## src/common/frt_pkg.sv

```systemverilog
/*
  Shared constants and types of the free-running timer: register map,
  field positions, reset values and clock-select codes.
  Assumes a 32-bit AHB-Lite register bus with word-aligned registers.
*/
package frt_pkg;

  localparam int ADDR_W = 8;

  localparam logic [7:0] OFS_CTRL1   = 8'h00;
  localparam logic [7:0] OFS_CTRL2   = 8'h04;
  localparam logic [7:0] OFS_STATUS  = 8'h08;
  localparam logic [7:0] OFS_CNT_HI  = 8'h0C;
  localparam logic [7:0] OFS_CNT_LO  = 8'h10;
  localparam logic [7:0] OFS_ALT_HI  = 8'h14;
  localparam logic [7:0] OFS_ALT_LO  = 8'h18;
  localparam logic [7:0] OFS_CAP1_HI = 8'h1C;
  localparam logic [7:0] OFS_CAP1_LO = 8'h20;
  localparam logic [7:0] OFS_CAP2_HI = 8'h24;
  localparam logic [7:0] OFS_CAP2_LO = 8'h28;

  localparam logic [15:0] COUNT_RESET = 16'hFFFC;
  localparam logic [15:0] COUNT_MAX   = 16'hFFFF;

  // clock select codes; external clock is fixed at both bits set
  localparam logic [1:0] SEL_DIV4 = 2'h0;
  localparam logic [1:0] SEL_DIV2 = 2'h1;
  localparam logic [1:0] SEL_DIV8 = 2'h2;
  localparam logic [1:0] SEL_EXT  = 2'h3;

  localparam logic [2:0] MASK_DIV2 = 3'h1;
  localparam logic [2:0] MASK_DIV4 = 3'h3;
  localparam logic [2:0] MASK_DIV8 = 3'h7;

  localparam int STAT_OVF     = 0;
  localparam int STAT_CAP_LSB = 1;
  localparam int STAT_PIN_LSB = 4;

  localparam logic [2:0] HSIZE_WORD = 3'h2;

  typedef struct packed {
    logic capEdgeOne;
    logic capIrqEn;
    logic ovfIrqEn;
  } frt_ctrl1_t;

  typedef struct packed {
    logic       capEdgeTwo;
    logic       extEdge;
    logic [1:0] clockSel;
  } frt_ctrl2_t;

  localparam frt_ctrl1_t CTRL1_RESET = 3'h0;
  localparam frt_ctrl2_t CTRL2_RESET = 4'h0;

endpackage : frt_pkg

```

## src/design/frt_pin_sync.sv

```systemverilog
/*
  Two-stage synchroniser for the timer pins, plus one more stage that
  gives the previous synchronised level for edge detection.
  Assumes pins are asynchronous to ref_clk.
*/
`timescale 1ns/1ns
module frt_pin_sync
  import frt_pkg::*;
#(
  parameter int WIDTH = 3
) (
  input  wire logic             ref_clk,
  input  wire logic             arst_n,
  input  wire logic [WIDTH-1:0] pinIn,
  input  wire logic [WIDTH-1:0] pinReset,
  output logic      [WIDTH-1:0] levelNow,
  output logic      [WIDTH-1:0] levelPrev
);

  logic [WIDTH-1:0] meta_q;
  logic [WIDTH-1:0] meta_d;

  always_comb begin
    meta_d = pinIn;
  end

  // first stage feeds only the second
  always_ff @(posedge ref_clk or negedge arst_n) begin
    if (!arst_n) begin
      meta_q    <= '1;
      levelNow  <= '1;
      levelPrev <= '1;
    end else begin
      meta_q    <= meta_d;
      levelNow  <= meta_q;
      levelPrev <= levelNow;
    end
  end

  // pinReset is only a documented idle level; kept equal to reset constant
  logic unusedIdle;
  assign unusedIdle = &pinReset;

endmodule : frt_pin_sync

```

## src/design/frt_timer.sv

```systemverilog
/*
  Free-running 16-bit timer with prescaler or external clock, buffered
  count views, overflow flag and two input-capture channels, behind an
  AHB-Lite slave. Assumes one 50 MHz clock, async active-low reset, the
  CPU interrupt mask and halt state as same-clock inputs.
*/
`timescale 1ns/1ns
module frt_timer
  import frt_pkg::*;
#(
  parameter bit EXT_BONDED  = 1'b1,
  parameter bit CAP1_BONDED = 1'b1,
  parameter bit CAP2_BONDED = 1'b1
) (
  input  wire logic        ref_clk,
  input  wire logic        arst_n,
  input  wire logic        hsel,
  input  wire logic [31:0] haddr,
  input  wire logic [1:0]  htrans,
  input  wire logic        hwrite,
  input  wire logic [2:0]  hsize,
  input  wire logic [31:0] hwdata,
  input  wire logic        hready,
  output logic             hreadyout,
  output logic      [31:0] hrdata,
  output logic             hresp,
  input  wire logic        globalIrqMask,
  input  wire logic        haltMode,
  input  wire logic        extClockPin,
  input  wire logic        capturePinOne,
  input  wire logic        capturePinTwo,
  output logic             timerIrq
);

  function automatic logic [7:0] byteOf(input logic [15:0] v, input logic hi);
    byteOf = hi ? v[15:8] : v[7:0];
  endfunction : byteOf

  function automatic logic [2:0] prescMask(input logic [1:0] sel);
    case (sel)
      SEL_DIV2: prescMask = MASK_DIV2;
      SEL_DIV8: prescMask = MASK_DIV8;
      default:  prescMask = MASK_DIV4;
    endcase
  endfunction : prescMask

  function automatic logic edgeHit(input logic now, input logic prev, input logic rise);
    edgeHit = rise ? (now & ~prev) : (~now & prev);
  endfunction : edgeHit

  // pins; index 0 external clock, 1 and 2 the capture channels
  logic [2:0] pinRaw;
  logic [2:0] pinNow;
  logic [2:0] pinPrev;

  always_comb begin
    pinRaw[0] = EXT_BONDED  ? extClockPin   : 1'b1;
    pinRaw[1] = CAP1_BONDED ? capturePinOne : 1'b1;
    pinRaw[2] = CAP2_BONDED ? capturePinTwo : 1'b1;
  end

  frt_pin_sync #(
    .WIDTH (3)
  ) uPinSync (
    .ref_clk   (ref_clk),
    .arst_n    (arst_n),
    .pinIn     (pinRaw),
    .pinReset  (3'h7),
    .levelNow  (pinNow),
    .levelPrev (pinPrev)
  );

  // state
  logic              dph_q,     dph_d;
  logic              dphWr_q,   dphWr_d;
  logic [7:0]        dphAddr_q, dphAddr_d;
  logic [31:0]       hrdata_q,  hrdata_d;
  frt_ctrl1_t        ctrl1_q,   ctrl1_d;
  frt_ctrl2_t        ctrl2_q,   ctrl2_d;
  logic [15:0]       count_q,   count_d;
  logic [2:0]        presc_q,   presc_d;
  logic              ovf_q,     ovf_d;
  logic              ovfArm_q,  ovfArm_d;
  logic [1:0]        capFlag_q, capFlag_d;
  logic [1:0]        capArm_q,  capArm_d;
  logic [1:0]        capLock_q, capLock_d;
  logic [1:0][15:0]  cap_q,     cap_d;
  logic [1:0]        bufOk_q,   bufOk_d;
  logic [1:0][7:0]   loBuf_q,   loBuf_d;
  logic              irq_q,     irq_d;

  // decode
  logic       addrRd;
  logic       addrWr;
  logic [7:0] aOfs;
  logic       wrLo;
  logic       extSel;
  logic       presTick;
  logic       extTick;
  logic       cntTick;
  logic       reload;
  logic       ovfSet;
  logic [1:0] capEvent;
  logic [1:0] capSet;
  logic       cntLoAccess;
  logic [1:0] capLoAccess;
  logic [7:0] rdByte;

  assign aOfs = haddr[ADDR_W-1:0];

  always_comb begin
    addrRd = hsel & hready & htrans[1] & ~hwrite & (hsize == HSIZE_WORD);
    addrWr = hsel & hready & htrans[1] & hwrite & (hsize == HSIZE_WORD);
    wrLo   = dph_q & dphWr_q & ((dphAddr_q == OFS_CNT_LO) | (dphAddr_q == OFS_ALT_LO));
    reload = wrLo;
    extSel = (ctrl2_q.clockSel == SEL_EXT);
    // counting runs in wait as normal; only halt stops it
    presTick = ((presc_q & prescMask(ctrl2_q.clockSel)) ==
                prescMask(ctrl2_q.clockSel));
    extTick  = edgeHit(pinNow[0], pinPrev[0], ctrl2_q.extEdge);
    cntTick  = ~haltMode & (extSel ? extTick : presTick);
    ovfSet   = cntTick & ~reload & (count_q == COUNT_MAX);
    capEvent[0] = edgeHit(pinNow[1], pinPrev[1], ctrl1_q.capEdgeOne);
    capEvent[1] = edgeHit(pinNow[2], pinPrev[2], ctrl2_q.capEdgeTwo);
    capSet      = capEvent & ~capLock_q;
    cntLoAccess = (addrRd & (aOfs == OFS_CNT_LO)) |
                  (dph_q & dphWr_q & (dphAddr_q == OFS_CNT_LO));
    capLoAccess[0] = (addrRd & (aOfs == OFS_CAP1_LO)) |
                     (dph_q & dphWr_q & (dphAddr_q == OFS_CAP1_LO));
    capLoAccess[1] = (addrRd & (aOfs == OFS_CAP2_LO)) |
                     (dph_q & dphWr_q & (dphAddr_q == OFS_CAP2_LO));
  end

  always_comb begin
    dph_d     = addrRd | addrWr;
    dphWr_d   = addrWr;
    dphAddr_d = (addrRd | addrWr) ? aOfs : dphAddr_q;
    ctrl1_d   = ctrl1_q;
    ctrl2_d   = ctrl2_q;
    presc_d   = (haltMode | extSel) ? presc_q : presc_q + 3'h1;
    count_d   = count_q;
    ovf_d     = ovf_q;
    ovfArm_d  = ovfArm_q;
    capFlag_d = capFlag_q;
    capArm_d  = capArm_q;
    capLock_d = capLock_q;
    cap_d     = cap_q;
    bufOk_d   = bufOk_q;
    loBuf_d   = loBuf_q;
    rdByte    = 8'h00;

    // register writes land in the data phase; capture writes are dropped
    if (dph_q & dphWr_q) begin
      case (dphAddr_q)
        OFS_CTRL1: ctrl1_d = hwdata[2:0];
        OFS_CTRL2: ctrl2_d = hwdata[3:0];
        default:   ;
      endcase
    end

    // reads answer from the address phase so data stand in the data phase
    if (addrRd) begin
      case (aOfs)
        OFS_CTRL1:  rdByte = {5'h00, ctrl1_q};
        OFS_CTRL2:  rdByte = {4'h0, ctrl2_q};
        OFS_STATUS: begin
          rdByte = {1'b0, pinNow, 1'b0, capFlag_q, ovf_q};
          if (ovf_q) ovfArm_d = 1'b1;
          capArm_d = capArm_q | capFlag_q;
        end
        OFS_CNT_HI, OFS_ALT_HI: begin
          rdByte = byteOf(count_q, 1'b1);
          if (!bufOk_q[aOfs == OFS_ALT_HI]) begin
            bufOk_d[aOfs == OFS_ALT_HI] = 1'b1;
            loBuf_d[aOfs == OFS_ALT_HI] = byteOf(count_q, 1'b0);
          end
        end
        OFS_CNT_LO, OFS_ALT_LO: begin
          rdByte = bufOk_q[aOfs == OFS_ALT_LO] ? loBuf_q[aOfs == OFS_ALT_LO]
                                               : byteOf(count_q, 1'b0);
          bufOk_d[aOfs == OFS_ALT_LO] = 1'b0;
        end
        OFS_CAP1_HI: begin
          rdByte       = byteOf(cap_q[0], 1'b1);
          capLock_d[0] = 1'b1;
        end
        OFS_CAP2_HI: begin
          rdByte       = byteOf(cap_q[1], 1'b1);
          capLock_d[1] = 1'b1;
        end
        OFS_CAP1_LO: begin
          rdByte       = byteOf(cap_q[0], 1'b0);
          capLock_d[0] = 1'b0;
        end
        OFS_CAP2_LO: begin
          rdByte       = byteOf(cap_q[1], 1'b0);
          capLock_d[1] = 1'b0;
        end
        default: rdByte = 8'h00;
      endcase
    end
    hrdata_d = {24'h00_0000, rdByte};

    // clears first, hardware sets after so a coincident event survives
    if (cntLoAccess & ovfArm_q) begin
      ovf_d    = 1'b0;
      ovfArm_d = 1'b0;
    end
    for (int i = 0; i < 2; i++) begin
      if (capLoAccess[i] & capArm_q[i]) begin
        capFlag_d[i] = 1'b0;
        capArm_d[i]  = 1'b0;
      end
      if (capSet[i]) begin
        cap_d[i]     = count_q;
        capFlag_d[i] = 1'b1;
      end
    end

    if (reload) begin
      count_d = COUNT_RESET;
      presc_d = 3'h0;
    end else if (cntTick) begin
      count_d = count_q + 16'h0001;
    end
    if (ovfSet) ovf_d = 1'b1;

    irq_d = ~globalIrqMask & ((ctrl1_q.ovfIrqEn & ovf_q) |
                              (ctrl1_q.capIrqEn & (|capFlag_q)));
  end

  always_ff @(posedge ref_clk or negedge arst_n) begin
    if (!arst_n) begin
      dph_q     <= 1'b0;
      dphWr_q   <= 1'b0;
      dphAddr_q <= 8'h00;
      hrdata_q  <= 32'h0000_0000;
      ctrl1_q   <= CTRL1_RESET;
      ctrl2_q   <= CTRL2_RESET;
      count_q   <= COUNT_RESET;
      presc_q   <= 3'h0;
      ovf_q     <= 1'b0;
      ovfArm_q  <= 1'b0;
      capFlag_q <= 2'h0;
      capArm_q  <= 2'h0;
      capLock_q <= 2'h0;
      cap_q     <= '0;
      bufOk_q   <= 2'h0;
      loBuf_q   <= '0;
      irq_q     <= 1'b0;
    end else begin
      dph_q     <= dph_d;
      dphWr_q   <= dphWr_d;
      dphAddr_q <= dphAddr_d;
      hrdata_q  <= hrdata_d;
      ctrl1_q   <= ctrl1_d;
      ctrl2_q   <= ctrl2_d;
      count_q   <= count_d;
      presc_q   <= presc_d;
      ovf_q     <= ovf_d;
      ovfArm_q  <= ovfArm_d;
      capFlag_q <= capFlag_d;
      capArm_q  <= capArm_d;
      capLock_q <= capLock_d;
      cap_q     <= cap_d;
      bufOk_q   <= bufOk_d;
      loBuf_q   <= loBuf_d;
      irq_q     <= irq_d;
    end
  end

  assign hreadyout = 1'b1;
  assign hresp     = 1'b0;
  assign hrdata    = hrdata_q;
  assign timerIrq  = irq_q;
endmodule : frt_timer

```

## config.mk

```make
export PLATFORM = sky130hd
export DESIGN_NAME = frt_timer
export DESIGN_NICKNAME = d
export VERILOG_FILES = /design/src/common/frt_pkg.sv /design/src/design/frt_pin_sync.sv /design/src/design/frt_timer.sv
export SDC_FILE = /design/constraint.sdc
export NUM_CORES = 1
export LEC_CHECK = 0
export BUFFER_PORTS_ARGS = -buffer_cell sky130_fd_sc_hd__buf_2
export CAP_MARGIN = 10
export CORE_ASPECT_RATIO = 0.75
export CORE_UTILIZATION = 55
export CTS_CLUSTER_DIAMETER = 80
export CTS_CLUSTER_SIZE = 30
export DETAILED_ROUTE_END_ITERATION = 10
export GPL_TIMING_DRIVEN = 0
export PLACE_DENSITY = 0.84
export SYNTH_ARGS = -nofsm -noshare
export SYNTH_HDL_FRONTEND = slang
export SYNTH_HIERARCHICAL = 1
export SYNTH_SLANG_ARGS = --single-unit
```

## constraint.sdc

```tcl
create_clock -name ref_clk -period 2.75 [get_ports ref_clk]
set_clock_uncertainty 0.05 [all_clocks]
set_input_delay 0.1375 -clock ref_clk [delete_from_list [all_inputs] [get_ports ref_clk]]
set_output_delay 0.1375 -clock ref_clk [all_outputs]
set_load 0.01 [all_outputs]
```

==> impl_metrics.tcl, run 1 <==
set metrics [dict create \
    crit_path_end_kind "flip-flop" \
    place_hpwl_microns 9780 \
    synth.area.top_cells "dfrtp_1, mux2_2, dfstp_2, buf_4, o21ai_0" \
    cts_resized 0 \
    cts.clk_slew.worst_paths_ns 0.08 \
    drv_cap 0 \
    synth_edf_count 0 \
    overflow 0 \
    avgSynthCellArea_sq_um 11.6 \
    clock.fmax_ghz 0.399 \
    io_pins 114 \
    grt_pass1_wl_microns 22400 \
    final-hold-violation-count 0 \
    worstPathRequired_ns 2.95 \
    crit_arrival_ns 2.71 \
    routabilityCongestion 0.908 \
    slew_headroom_pct 42.5 \
    ant_nets 0 \
    cts_tree "yes" \
    drive_above_1_share_pct 33.1 \
    synth_warnings 6 \
    grt_usage_pct 28.1 \
    initial_utilization_pct 57.3 \
    setup_viol 0 \
    fp.dieArea_sq_um 10600 \
    hp-start "haddr[1]" \
    wire_per_inst_microns 19.7 \
    synth_top_area_cell "dfrtp_1" \
    p_per_area_nw_per_um2 751 \
    timing.rr.start "uPinSync/levelNow[1]" \
    yosysSeqAreaShare_pct 50.3 \
    htreeDepth 3 \
    fp.dieH_microns 89.6 \
    crit_type "reg2reg" \
    power_leakage_nw 2.79 \
    holdPathEnd "dphAddr_q[1]" \
    power_mw 4.85 \
    status "complete, no violations" \
    synth.top_cell.area_share_pct 39.6 \
    slew_viol_final 0 \
    viasPerCell 6.15 \
    hold-path-cell-count 2 \
    rsz0062_at_grt "no" \
    stdcell_area_sq_um 6460 \
    wl_microns 13700 \
    place.port_buffers 30 \
    cts_root_buffer "clkbuf_16" \
    drc 0 \
    placed_cell_area_sq_um 6060 \
    layout_commonest_cell "dfrtp_1" \
    grt_antenna_before_repair 0 \
    async_flop_share_pct 100 \
    cts-buffers-inserted 9 \
    ir_drop_mv 0.656 \
    synthFlopType "dfrtp_1" \
    core_sq_um 9810 \
    cts_setup_buffers 0 \
    dr.pass1.iters 6 \
    r2r_cells 6 \
    final_cell_mix "dfrtp_1, mux2_2, buf_2, o21ai_0, nand2_1" \
    fin_setup_tns_ns 0 \
    netlist_area_sq_um 5630 \
    worst_pin_slew_ns 0.859 \
    worstPathMaxFanout 10 \
    drtIter0Drc 474 \
    grt_max_degree 69 \
    num_antenna_cells 0 \
    synthToLayoutAreaGrowth_pct 14.8 \
    ys_ff_latch 112 \
    nets 641 \
    rows 31 \
    die_w_microns 119 \
    ff2ff_setup_slack_ns 0.24 \
    layout_min_cycle_time_ns 2.51 \
    syn_inst 485 \
    hold_slack_ns 0.0515 \
    r2r_end "cap_q[11]" \
    vias 4284 \
    hold_path_class "in2reg" \
    yosysUniqueCellTypes 65 \
    fin_crit_sh_pct 91.2 \
    clk_path_buf_depth 2 \
    cp-startpoint "uPinSync/levelNow[1]" \
    clk_latency_ns 0.36 \
    cts.sinks 112 \
    grt_pass1_vias 4183 \
    start_kind "flip-flop" \
]
-- report_power, final --
part	internal (mW)	switching, mW	leakage (nW)
registers	2.10	0.402	1.33
logic	0.476	0.523	1.31
clock network	0.758	0.588	0.153
total	3.34	1.51	2.79
-- synthesized netlist by cell type, types with 3 or more instances --
cell type and number:
nand3_1 19, clkbuf_1 9, nand3b_1 4, a22oi_1 5, a211oi_1 3, mux2_4 8
dfstp_2 23, o31ai_1 5, mux2_2 55, mux2i_1 15, inv_1 7, nand4_1 10
and4_1 3, xor2_1 3, buf_2 7, nor2_1 19, nand2_1 30, and3_1 6
o211ai_1 3, a21oi_1 11, o21ai_0 31, buf_4 26, buf_1 3, a21o_1 3
nand2b_1 4, o221a_2 7, dfrtp_1 89, nor2b_1 3, or4_1 4, a31oi_1 14
or3_1 8
-- routing by layer --
metal  track usage [%]  part of all wire (%)  vias to the layer above
met4              9.21                   1.7                        0
li1                  -                     -                     1899
met1              39.2                    44                     2153
met5                 0                     0                        -
met3              5.87                   8.5                       29
met2              44.5                    45                      203
-- sequential cells by signal, indices dropped and copies added (netlist names), 3 cells and up --
| signal | count |
|---|---|
| hrdata | 8 |
| loBuf_q | 16 |
| uPinSync/meta_q | 3 |
| cap_q | 32 |
| count_q | 16 |
| uPinSync/levelPrev | 3 |
| dphAddr_q | 8 |
| presc_q | 3 |
| uPinSync/levelNow | 3 |
| ctrl1_q | 3 |
| ctrl2_q | 4 |
-- worst max path at each step --
stage,slack (ns),cells past startpoint,end
global placement,0.29,6,cap_q[10]
finish,0.24,6,cap_q[11]
global route,0.14,6,cap_q[11]
floorplan,0.79,6,cap_q[10]
detailed placement,0.26,6,cap_q[14]
CTS,0.25,6,cap_q[11]
-- layout make-up --
type	count	area (sq um)
multi-input combinational	343	2560
buffer	47	298
fill	751	3350
clock buffer	12	256
timing repair buffer	40	270
tap	132	165
inverter	7	26.3
clock inverter	4	52.6
sequential	112	2830
-- through the flow --
step	setup slack [ns]	instances	utilization (%)
finish	0.241	697	65.8
global route	0.141	697	65.8
CTS	0.253	697	65.8
detailed placement	0.261	672	61.8
global placement	0.290	671	61.5
floorplan	0.789	509	-
-- worst max-delay path: stages (launching register included) --
cell and delay (ns):
dfstp_2 0.58, nand2_1 0.06, nor2_1 0.09, a21oi_1 0.06
nor2_1 0.59, clkbuf_1 0.54, mux2_2 0.41
-- cell families (layout without fill, tap and decap cells) --
| family | after synthesis | count (layout) | share of synthesized area, % |
|---|---|---|---|
| compound gates | 95 | 95 | 11.2 |
| xor+xnor | 5 | 5 | 0.778 |
| fa+ha+maj | 2 | 2 | 0.445 |
| buf+inv | 54 | 110 | 5.76 |
| flops | 112 | 112 | 50.3 |
| mux | 79 | 79 | 16.1 |
| other cells | 2 | 26 | 0.133 |
| simple gates | 136 | 136 | 15.3 |
-- timing repair --
action	4_1_cts	5_1_grt
setup endpoints to repair	0	0
hold buffers	9	0
endpoints found under the hold margin	44	0
Note: power is estimated with default switching activity, not from simulation.
==> run 2, diff against run 1 <==
- ABC_AREA: unset -> 1
- CORE_ASPECT_RATIO: 0.75 -> unset
- CORE_UTILIZATION: 55 -> 56
- PLACE_DENSITY: 0.84 -> 0.81
==> run 2 against run 1 <==
Against the previous run:
- the run now ends with negative hold slack left
- global-route usage shrank 0.36 points
- maximum frequency is 16% higher
- via count up 21%
- hold slack got worse by 0.056 ns
- critical path type unchanged
- design area up 2.3%
==> impl_metrics.tcl, run 2 <==
set metrics [dict create \
    viasPerCell 5.48 \
    max_flop_register "cap_q" \
    crit_arrival_ns 2.44 \
    grt.busiest_layer "met2" \
    slew_viol_final 0 \
    grt_max_degree 77 \
    reg.largest.list "cap_q: 32 flops, count_q: 16 flops, loBuf_q: 16 flops" \
    crit_path_max_incr_delay_ns 0.51 \
    p_per_area_nw_per_um2 564 \
    avgSynthCellArea_sq_um 7.99 \
    hold_path_class "in2reg" \
    final_cell_mix "nand2_1, nand3_1, dfrtp_1, o21ai_0, nor2_1" \
    drv_cap 0 \
    drive_above_1_share_pct 18.9 \
    final-hold-violation-count 1 \
    ant_nets 0 \
    drc 0 \
    core_sq_um 9910 \
    rows 36 \
    yosys-top-cells-count "nand2_1, nand3_1, dfrtp_1" \
    die_w_microns 104 \
    slowest_stage "nor2_1" \
    largest_reg_flops 32 \
    fp.dieArea_sq_um 10800 \
    hold_slack_ns -0.00432 \
    nets 892 \
    cts_setup_buffers 0 \
    fin_crit_sh_pct 78.5 \
    grt_pass1_vias 4885 \
    crit_chain "nor2_1 > nand3_1 > nor2_1 > inv_1 > clkbuf_1 > nand3_1" \
    initial_utilization_pct 58.5 \
    synth.top_cell.area_share_pct 38.4 \
    synth_top_area_cell "dfrtp_1" \
    crit_path_end_kind "flip-flop" \
    grt_usage_pct 27.7 \
    status "complete, but fails checks" \
    crit_type "reg2reg" \
    syn_inst 726 \
    num_antenna_cells 0 \
    fillers 843 \
    yosysUniqueCellTypes 32 \
    clk_path_buf_depth 2 \
    vias 5204 \
    io_pins 114 \
    cts-buffers-inserted 9 \
    wl_microns 14400 \
    clock.fmax_ghz 0.463 \
    synth.most_common_cell "nand2_1" \
    dp.cells 918 \
    ys_ff_latch 112 \
    place.port_buffers 34 \
    slew_headroom_pct 44.8 \
    setup_viol 0 \
    drtIter0Drc 379 \
    cts.sinks 112 \
    start_kind "flip-flop" \
    rsz0062_at_grt "no" \
    wire_per_inst_microns 15.1 \
    worstPathRequired_ns 3.03 \
    netlist_area_sq_um 5800 \
    synth.area.top_cells "dfrtp_1, nand2_1, dfstp_2, nand3_1, o21ai_0" \
    yosysSeqAreaShare_pct 48.8 \
    overflow 0 \
    grt_use_met2_pct 44.9 \
    stdcell_count 949 \
    layout_min_cycle_time_ns 2.16 \
    worst_pin_slew_ns 0.823 \
    fp.dieH_microns 104 \
    cts.clk_slew.worst_paths_ns 0.12 \
    violations "negative hold slack" \
    fin_setup_tns_ns 0 \
    worstPathMaxFanout 10 \
    synth_warnings 6 \
    layout_commonest_cell "nand2_1" \
    grt_antenna_before_repair 0 \
    cts_resized 0 \
    ir_drop_mv 0.549 \
    cts_tree "yes" \
    grt_pass1_wl_microns 23600 \
    async_flop_share_pct 100 \
    grtUsageMet3_pct 5.35 \
    place_hpwl_microns 10400 \
    htreeDepth 3 \
    power_leakage_nw 3.36 \
    synthToLayoutAreaGrowth_pct 14.0 \
    dr.pass1.iters 7 \
    synth_edf_count 0 \
    synthFlopType "dfrtp_1" \
    routabilityCongestion 0.924 \
    clk_latency_ns 0.39 \
    grtUsageMet1_pct 36.9 \
    cts_root_buffer "clkbuf_8" \
]
run 2: changes by cell type after synthesis, moves of 7 or more:
cell	previous run	this run
nand2_1	30	206
nand3_1	19	95
mux2_2	55	0
inv_1	7	59
nor2_1	19	61
o21ai_0	31	63
o21ai_2	0	18
mux2i_1	15	0
a31oi_1	14	0
mux2_4	8	0
nor3_1	2	10
or3_1	8	0
nand2_2	0	7
o221a_2	7	0
run 2: worst max-delay path, delay by kind of cell (launching register included):
kind	cells	cell delay, ns
and+or+nand+nor	4	1.18
buffers and inverters	2	0.47
DFF	1	0.40
run 2: final cells by class:
cell class / count / area, sq um / share of cell area, %
Tap cell: 133 / 166 / 2.52
Buffer: 42 / 289 / 4.37
Clock inverter: 7 / 78.8 / 1.19
Clock buffer: 9 / 124 / 1.87
Inverter: 64 / 240 / 3.63
Multi-Input combinational cell: 532 / 2530 / 38.3
Timing Repair Buffer: 50 / 350 / 5.30
Sequential cell: 112 / 2830 / 42.8
run 2: metrics by stage:
stage	worst slack (ns)	power (mW)	hold slack (ns)	area (sq um)	utilization, %
after global placement	0.303	2.68	0.193	6230	62.9
final	0.590	3.73	-0.00432	6610	66.7
after detailed placement	0.637	2.72	0.0866	6260	63.2
after global routing	0.366	3.91	0.00763	6610	66.7
after CTS	0.619	3.72	0.00268	6610	66.7
after floorplan	1.23	2.47	-0.208	5890	-
run 2: worst paths after layout:
kind / start / to / slack, ns / cells past startpoint
max reg2reg: dphAddr_q[1] / count_q[2] / 0.59 / 6
min in group asynchronous: arst_n / ovfArm_q / 0.22 / 2
max in group asynchronous: arst_n / count_q[11] / 1.65 / 3
min: haddr[2] / dphAddr_q[2] / -0.004 / 3
min reg2reg: uPinSync/meta_q[2] / uPinSync/levelNow[2] / 0.32 / 0
max: dphAddr_q[1] / count_q[2] / 0.59 / 6
run 2: power by group:
part	internal, mW	switching (mW)	total, mW
logic	0.204	0.470	0.675
clock network	0.365	0.648	1.01
registers	1.90	0.144	2.04
run 2: repair_timing:
action | CTS | global route
endpoints found under the hold margin | 51 | 0
hold buffers | 15 | 0
endpoints found under the setup margin | 0 | 0
run 2: cell families (layout without fill, tap and decap cells):
family          count (synthesis)  in the layout  share of synthesized area (%)
compound gates                104            104                           10.8
xor+xnor                        4              4                          0.604
fa+ha+maj                       2              2                          0.431
buf+inv                       106            172                           9.12
flops                         112            112                           48.8
other cells                     2             26                          0.129
simple gates                  396            396                           30.1
run 2: metal layers:
metal | share of wire, % | routed length [microns]
met3 | 7.7 | 1110
met4 | 2.5 | 356
met2 | 47 | 6800
met5 | 0 | 0
met1 | 42 | 6100
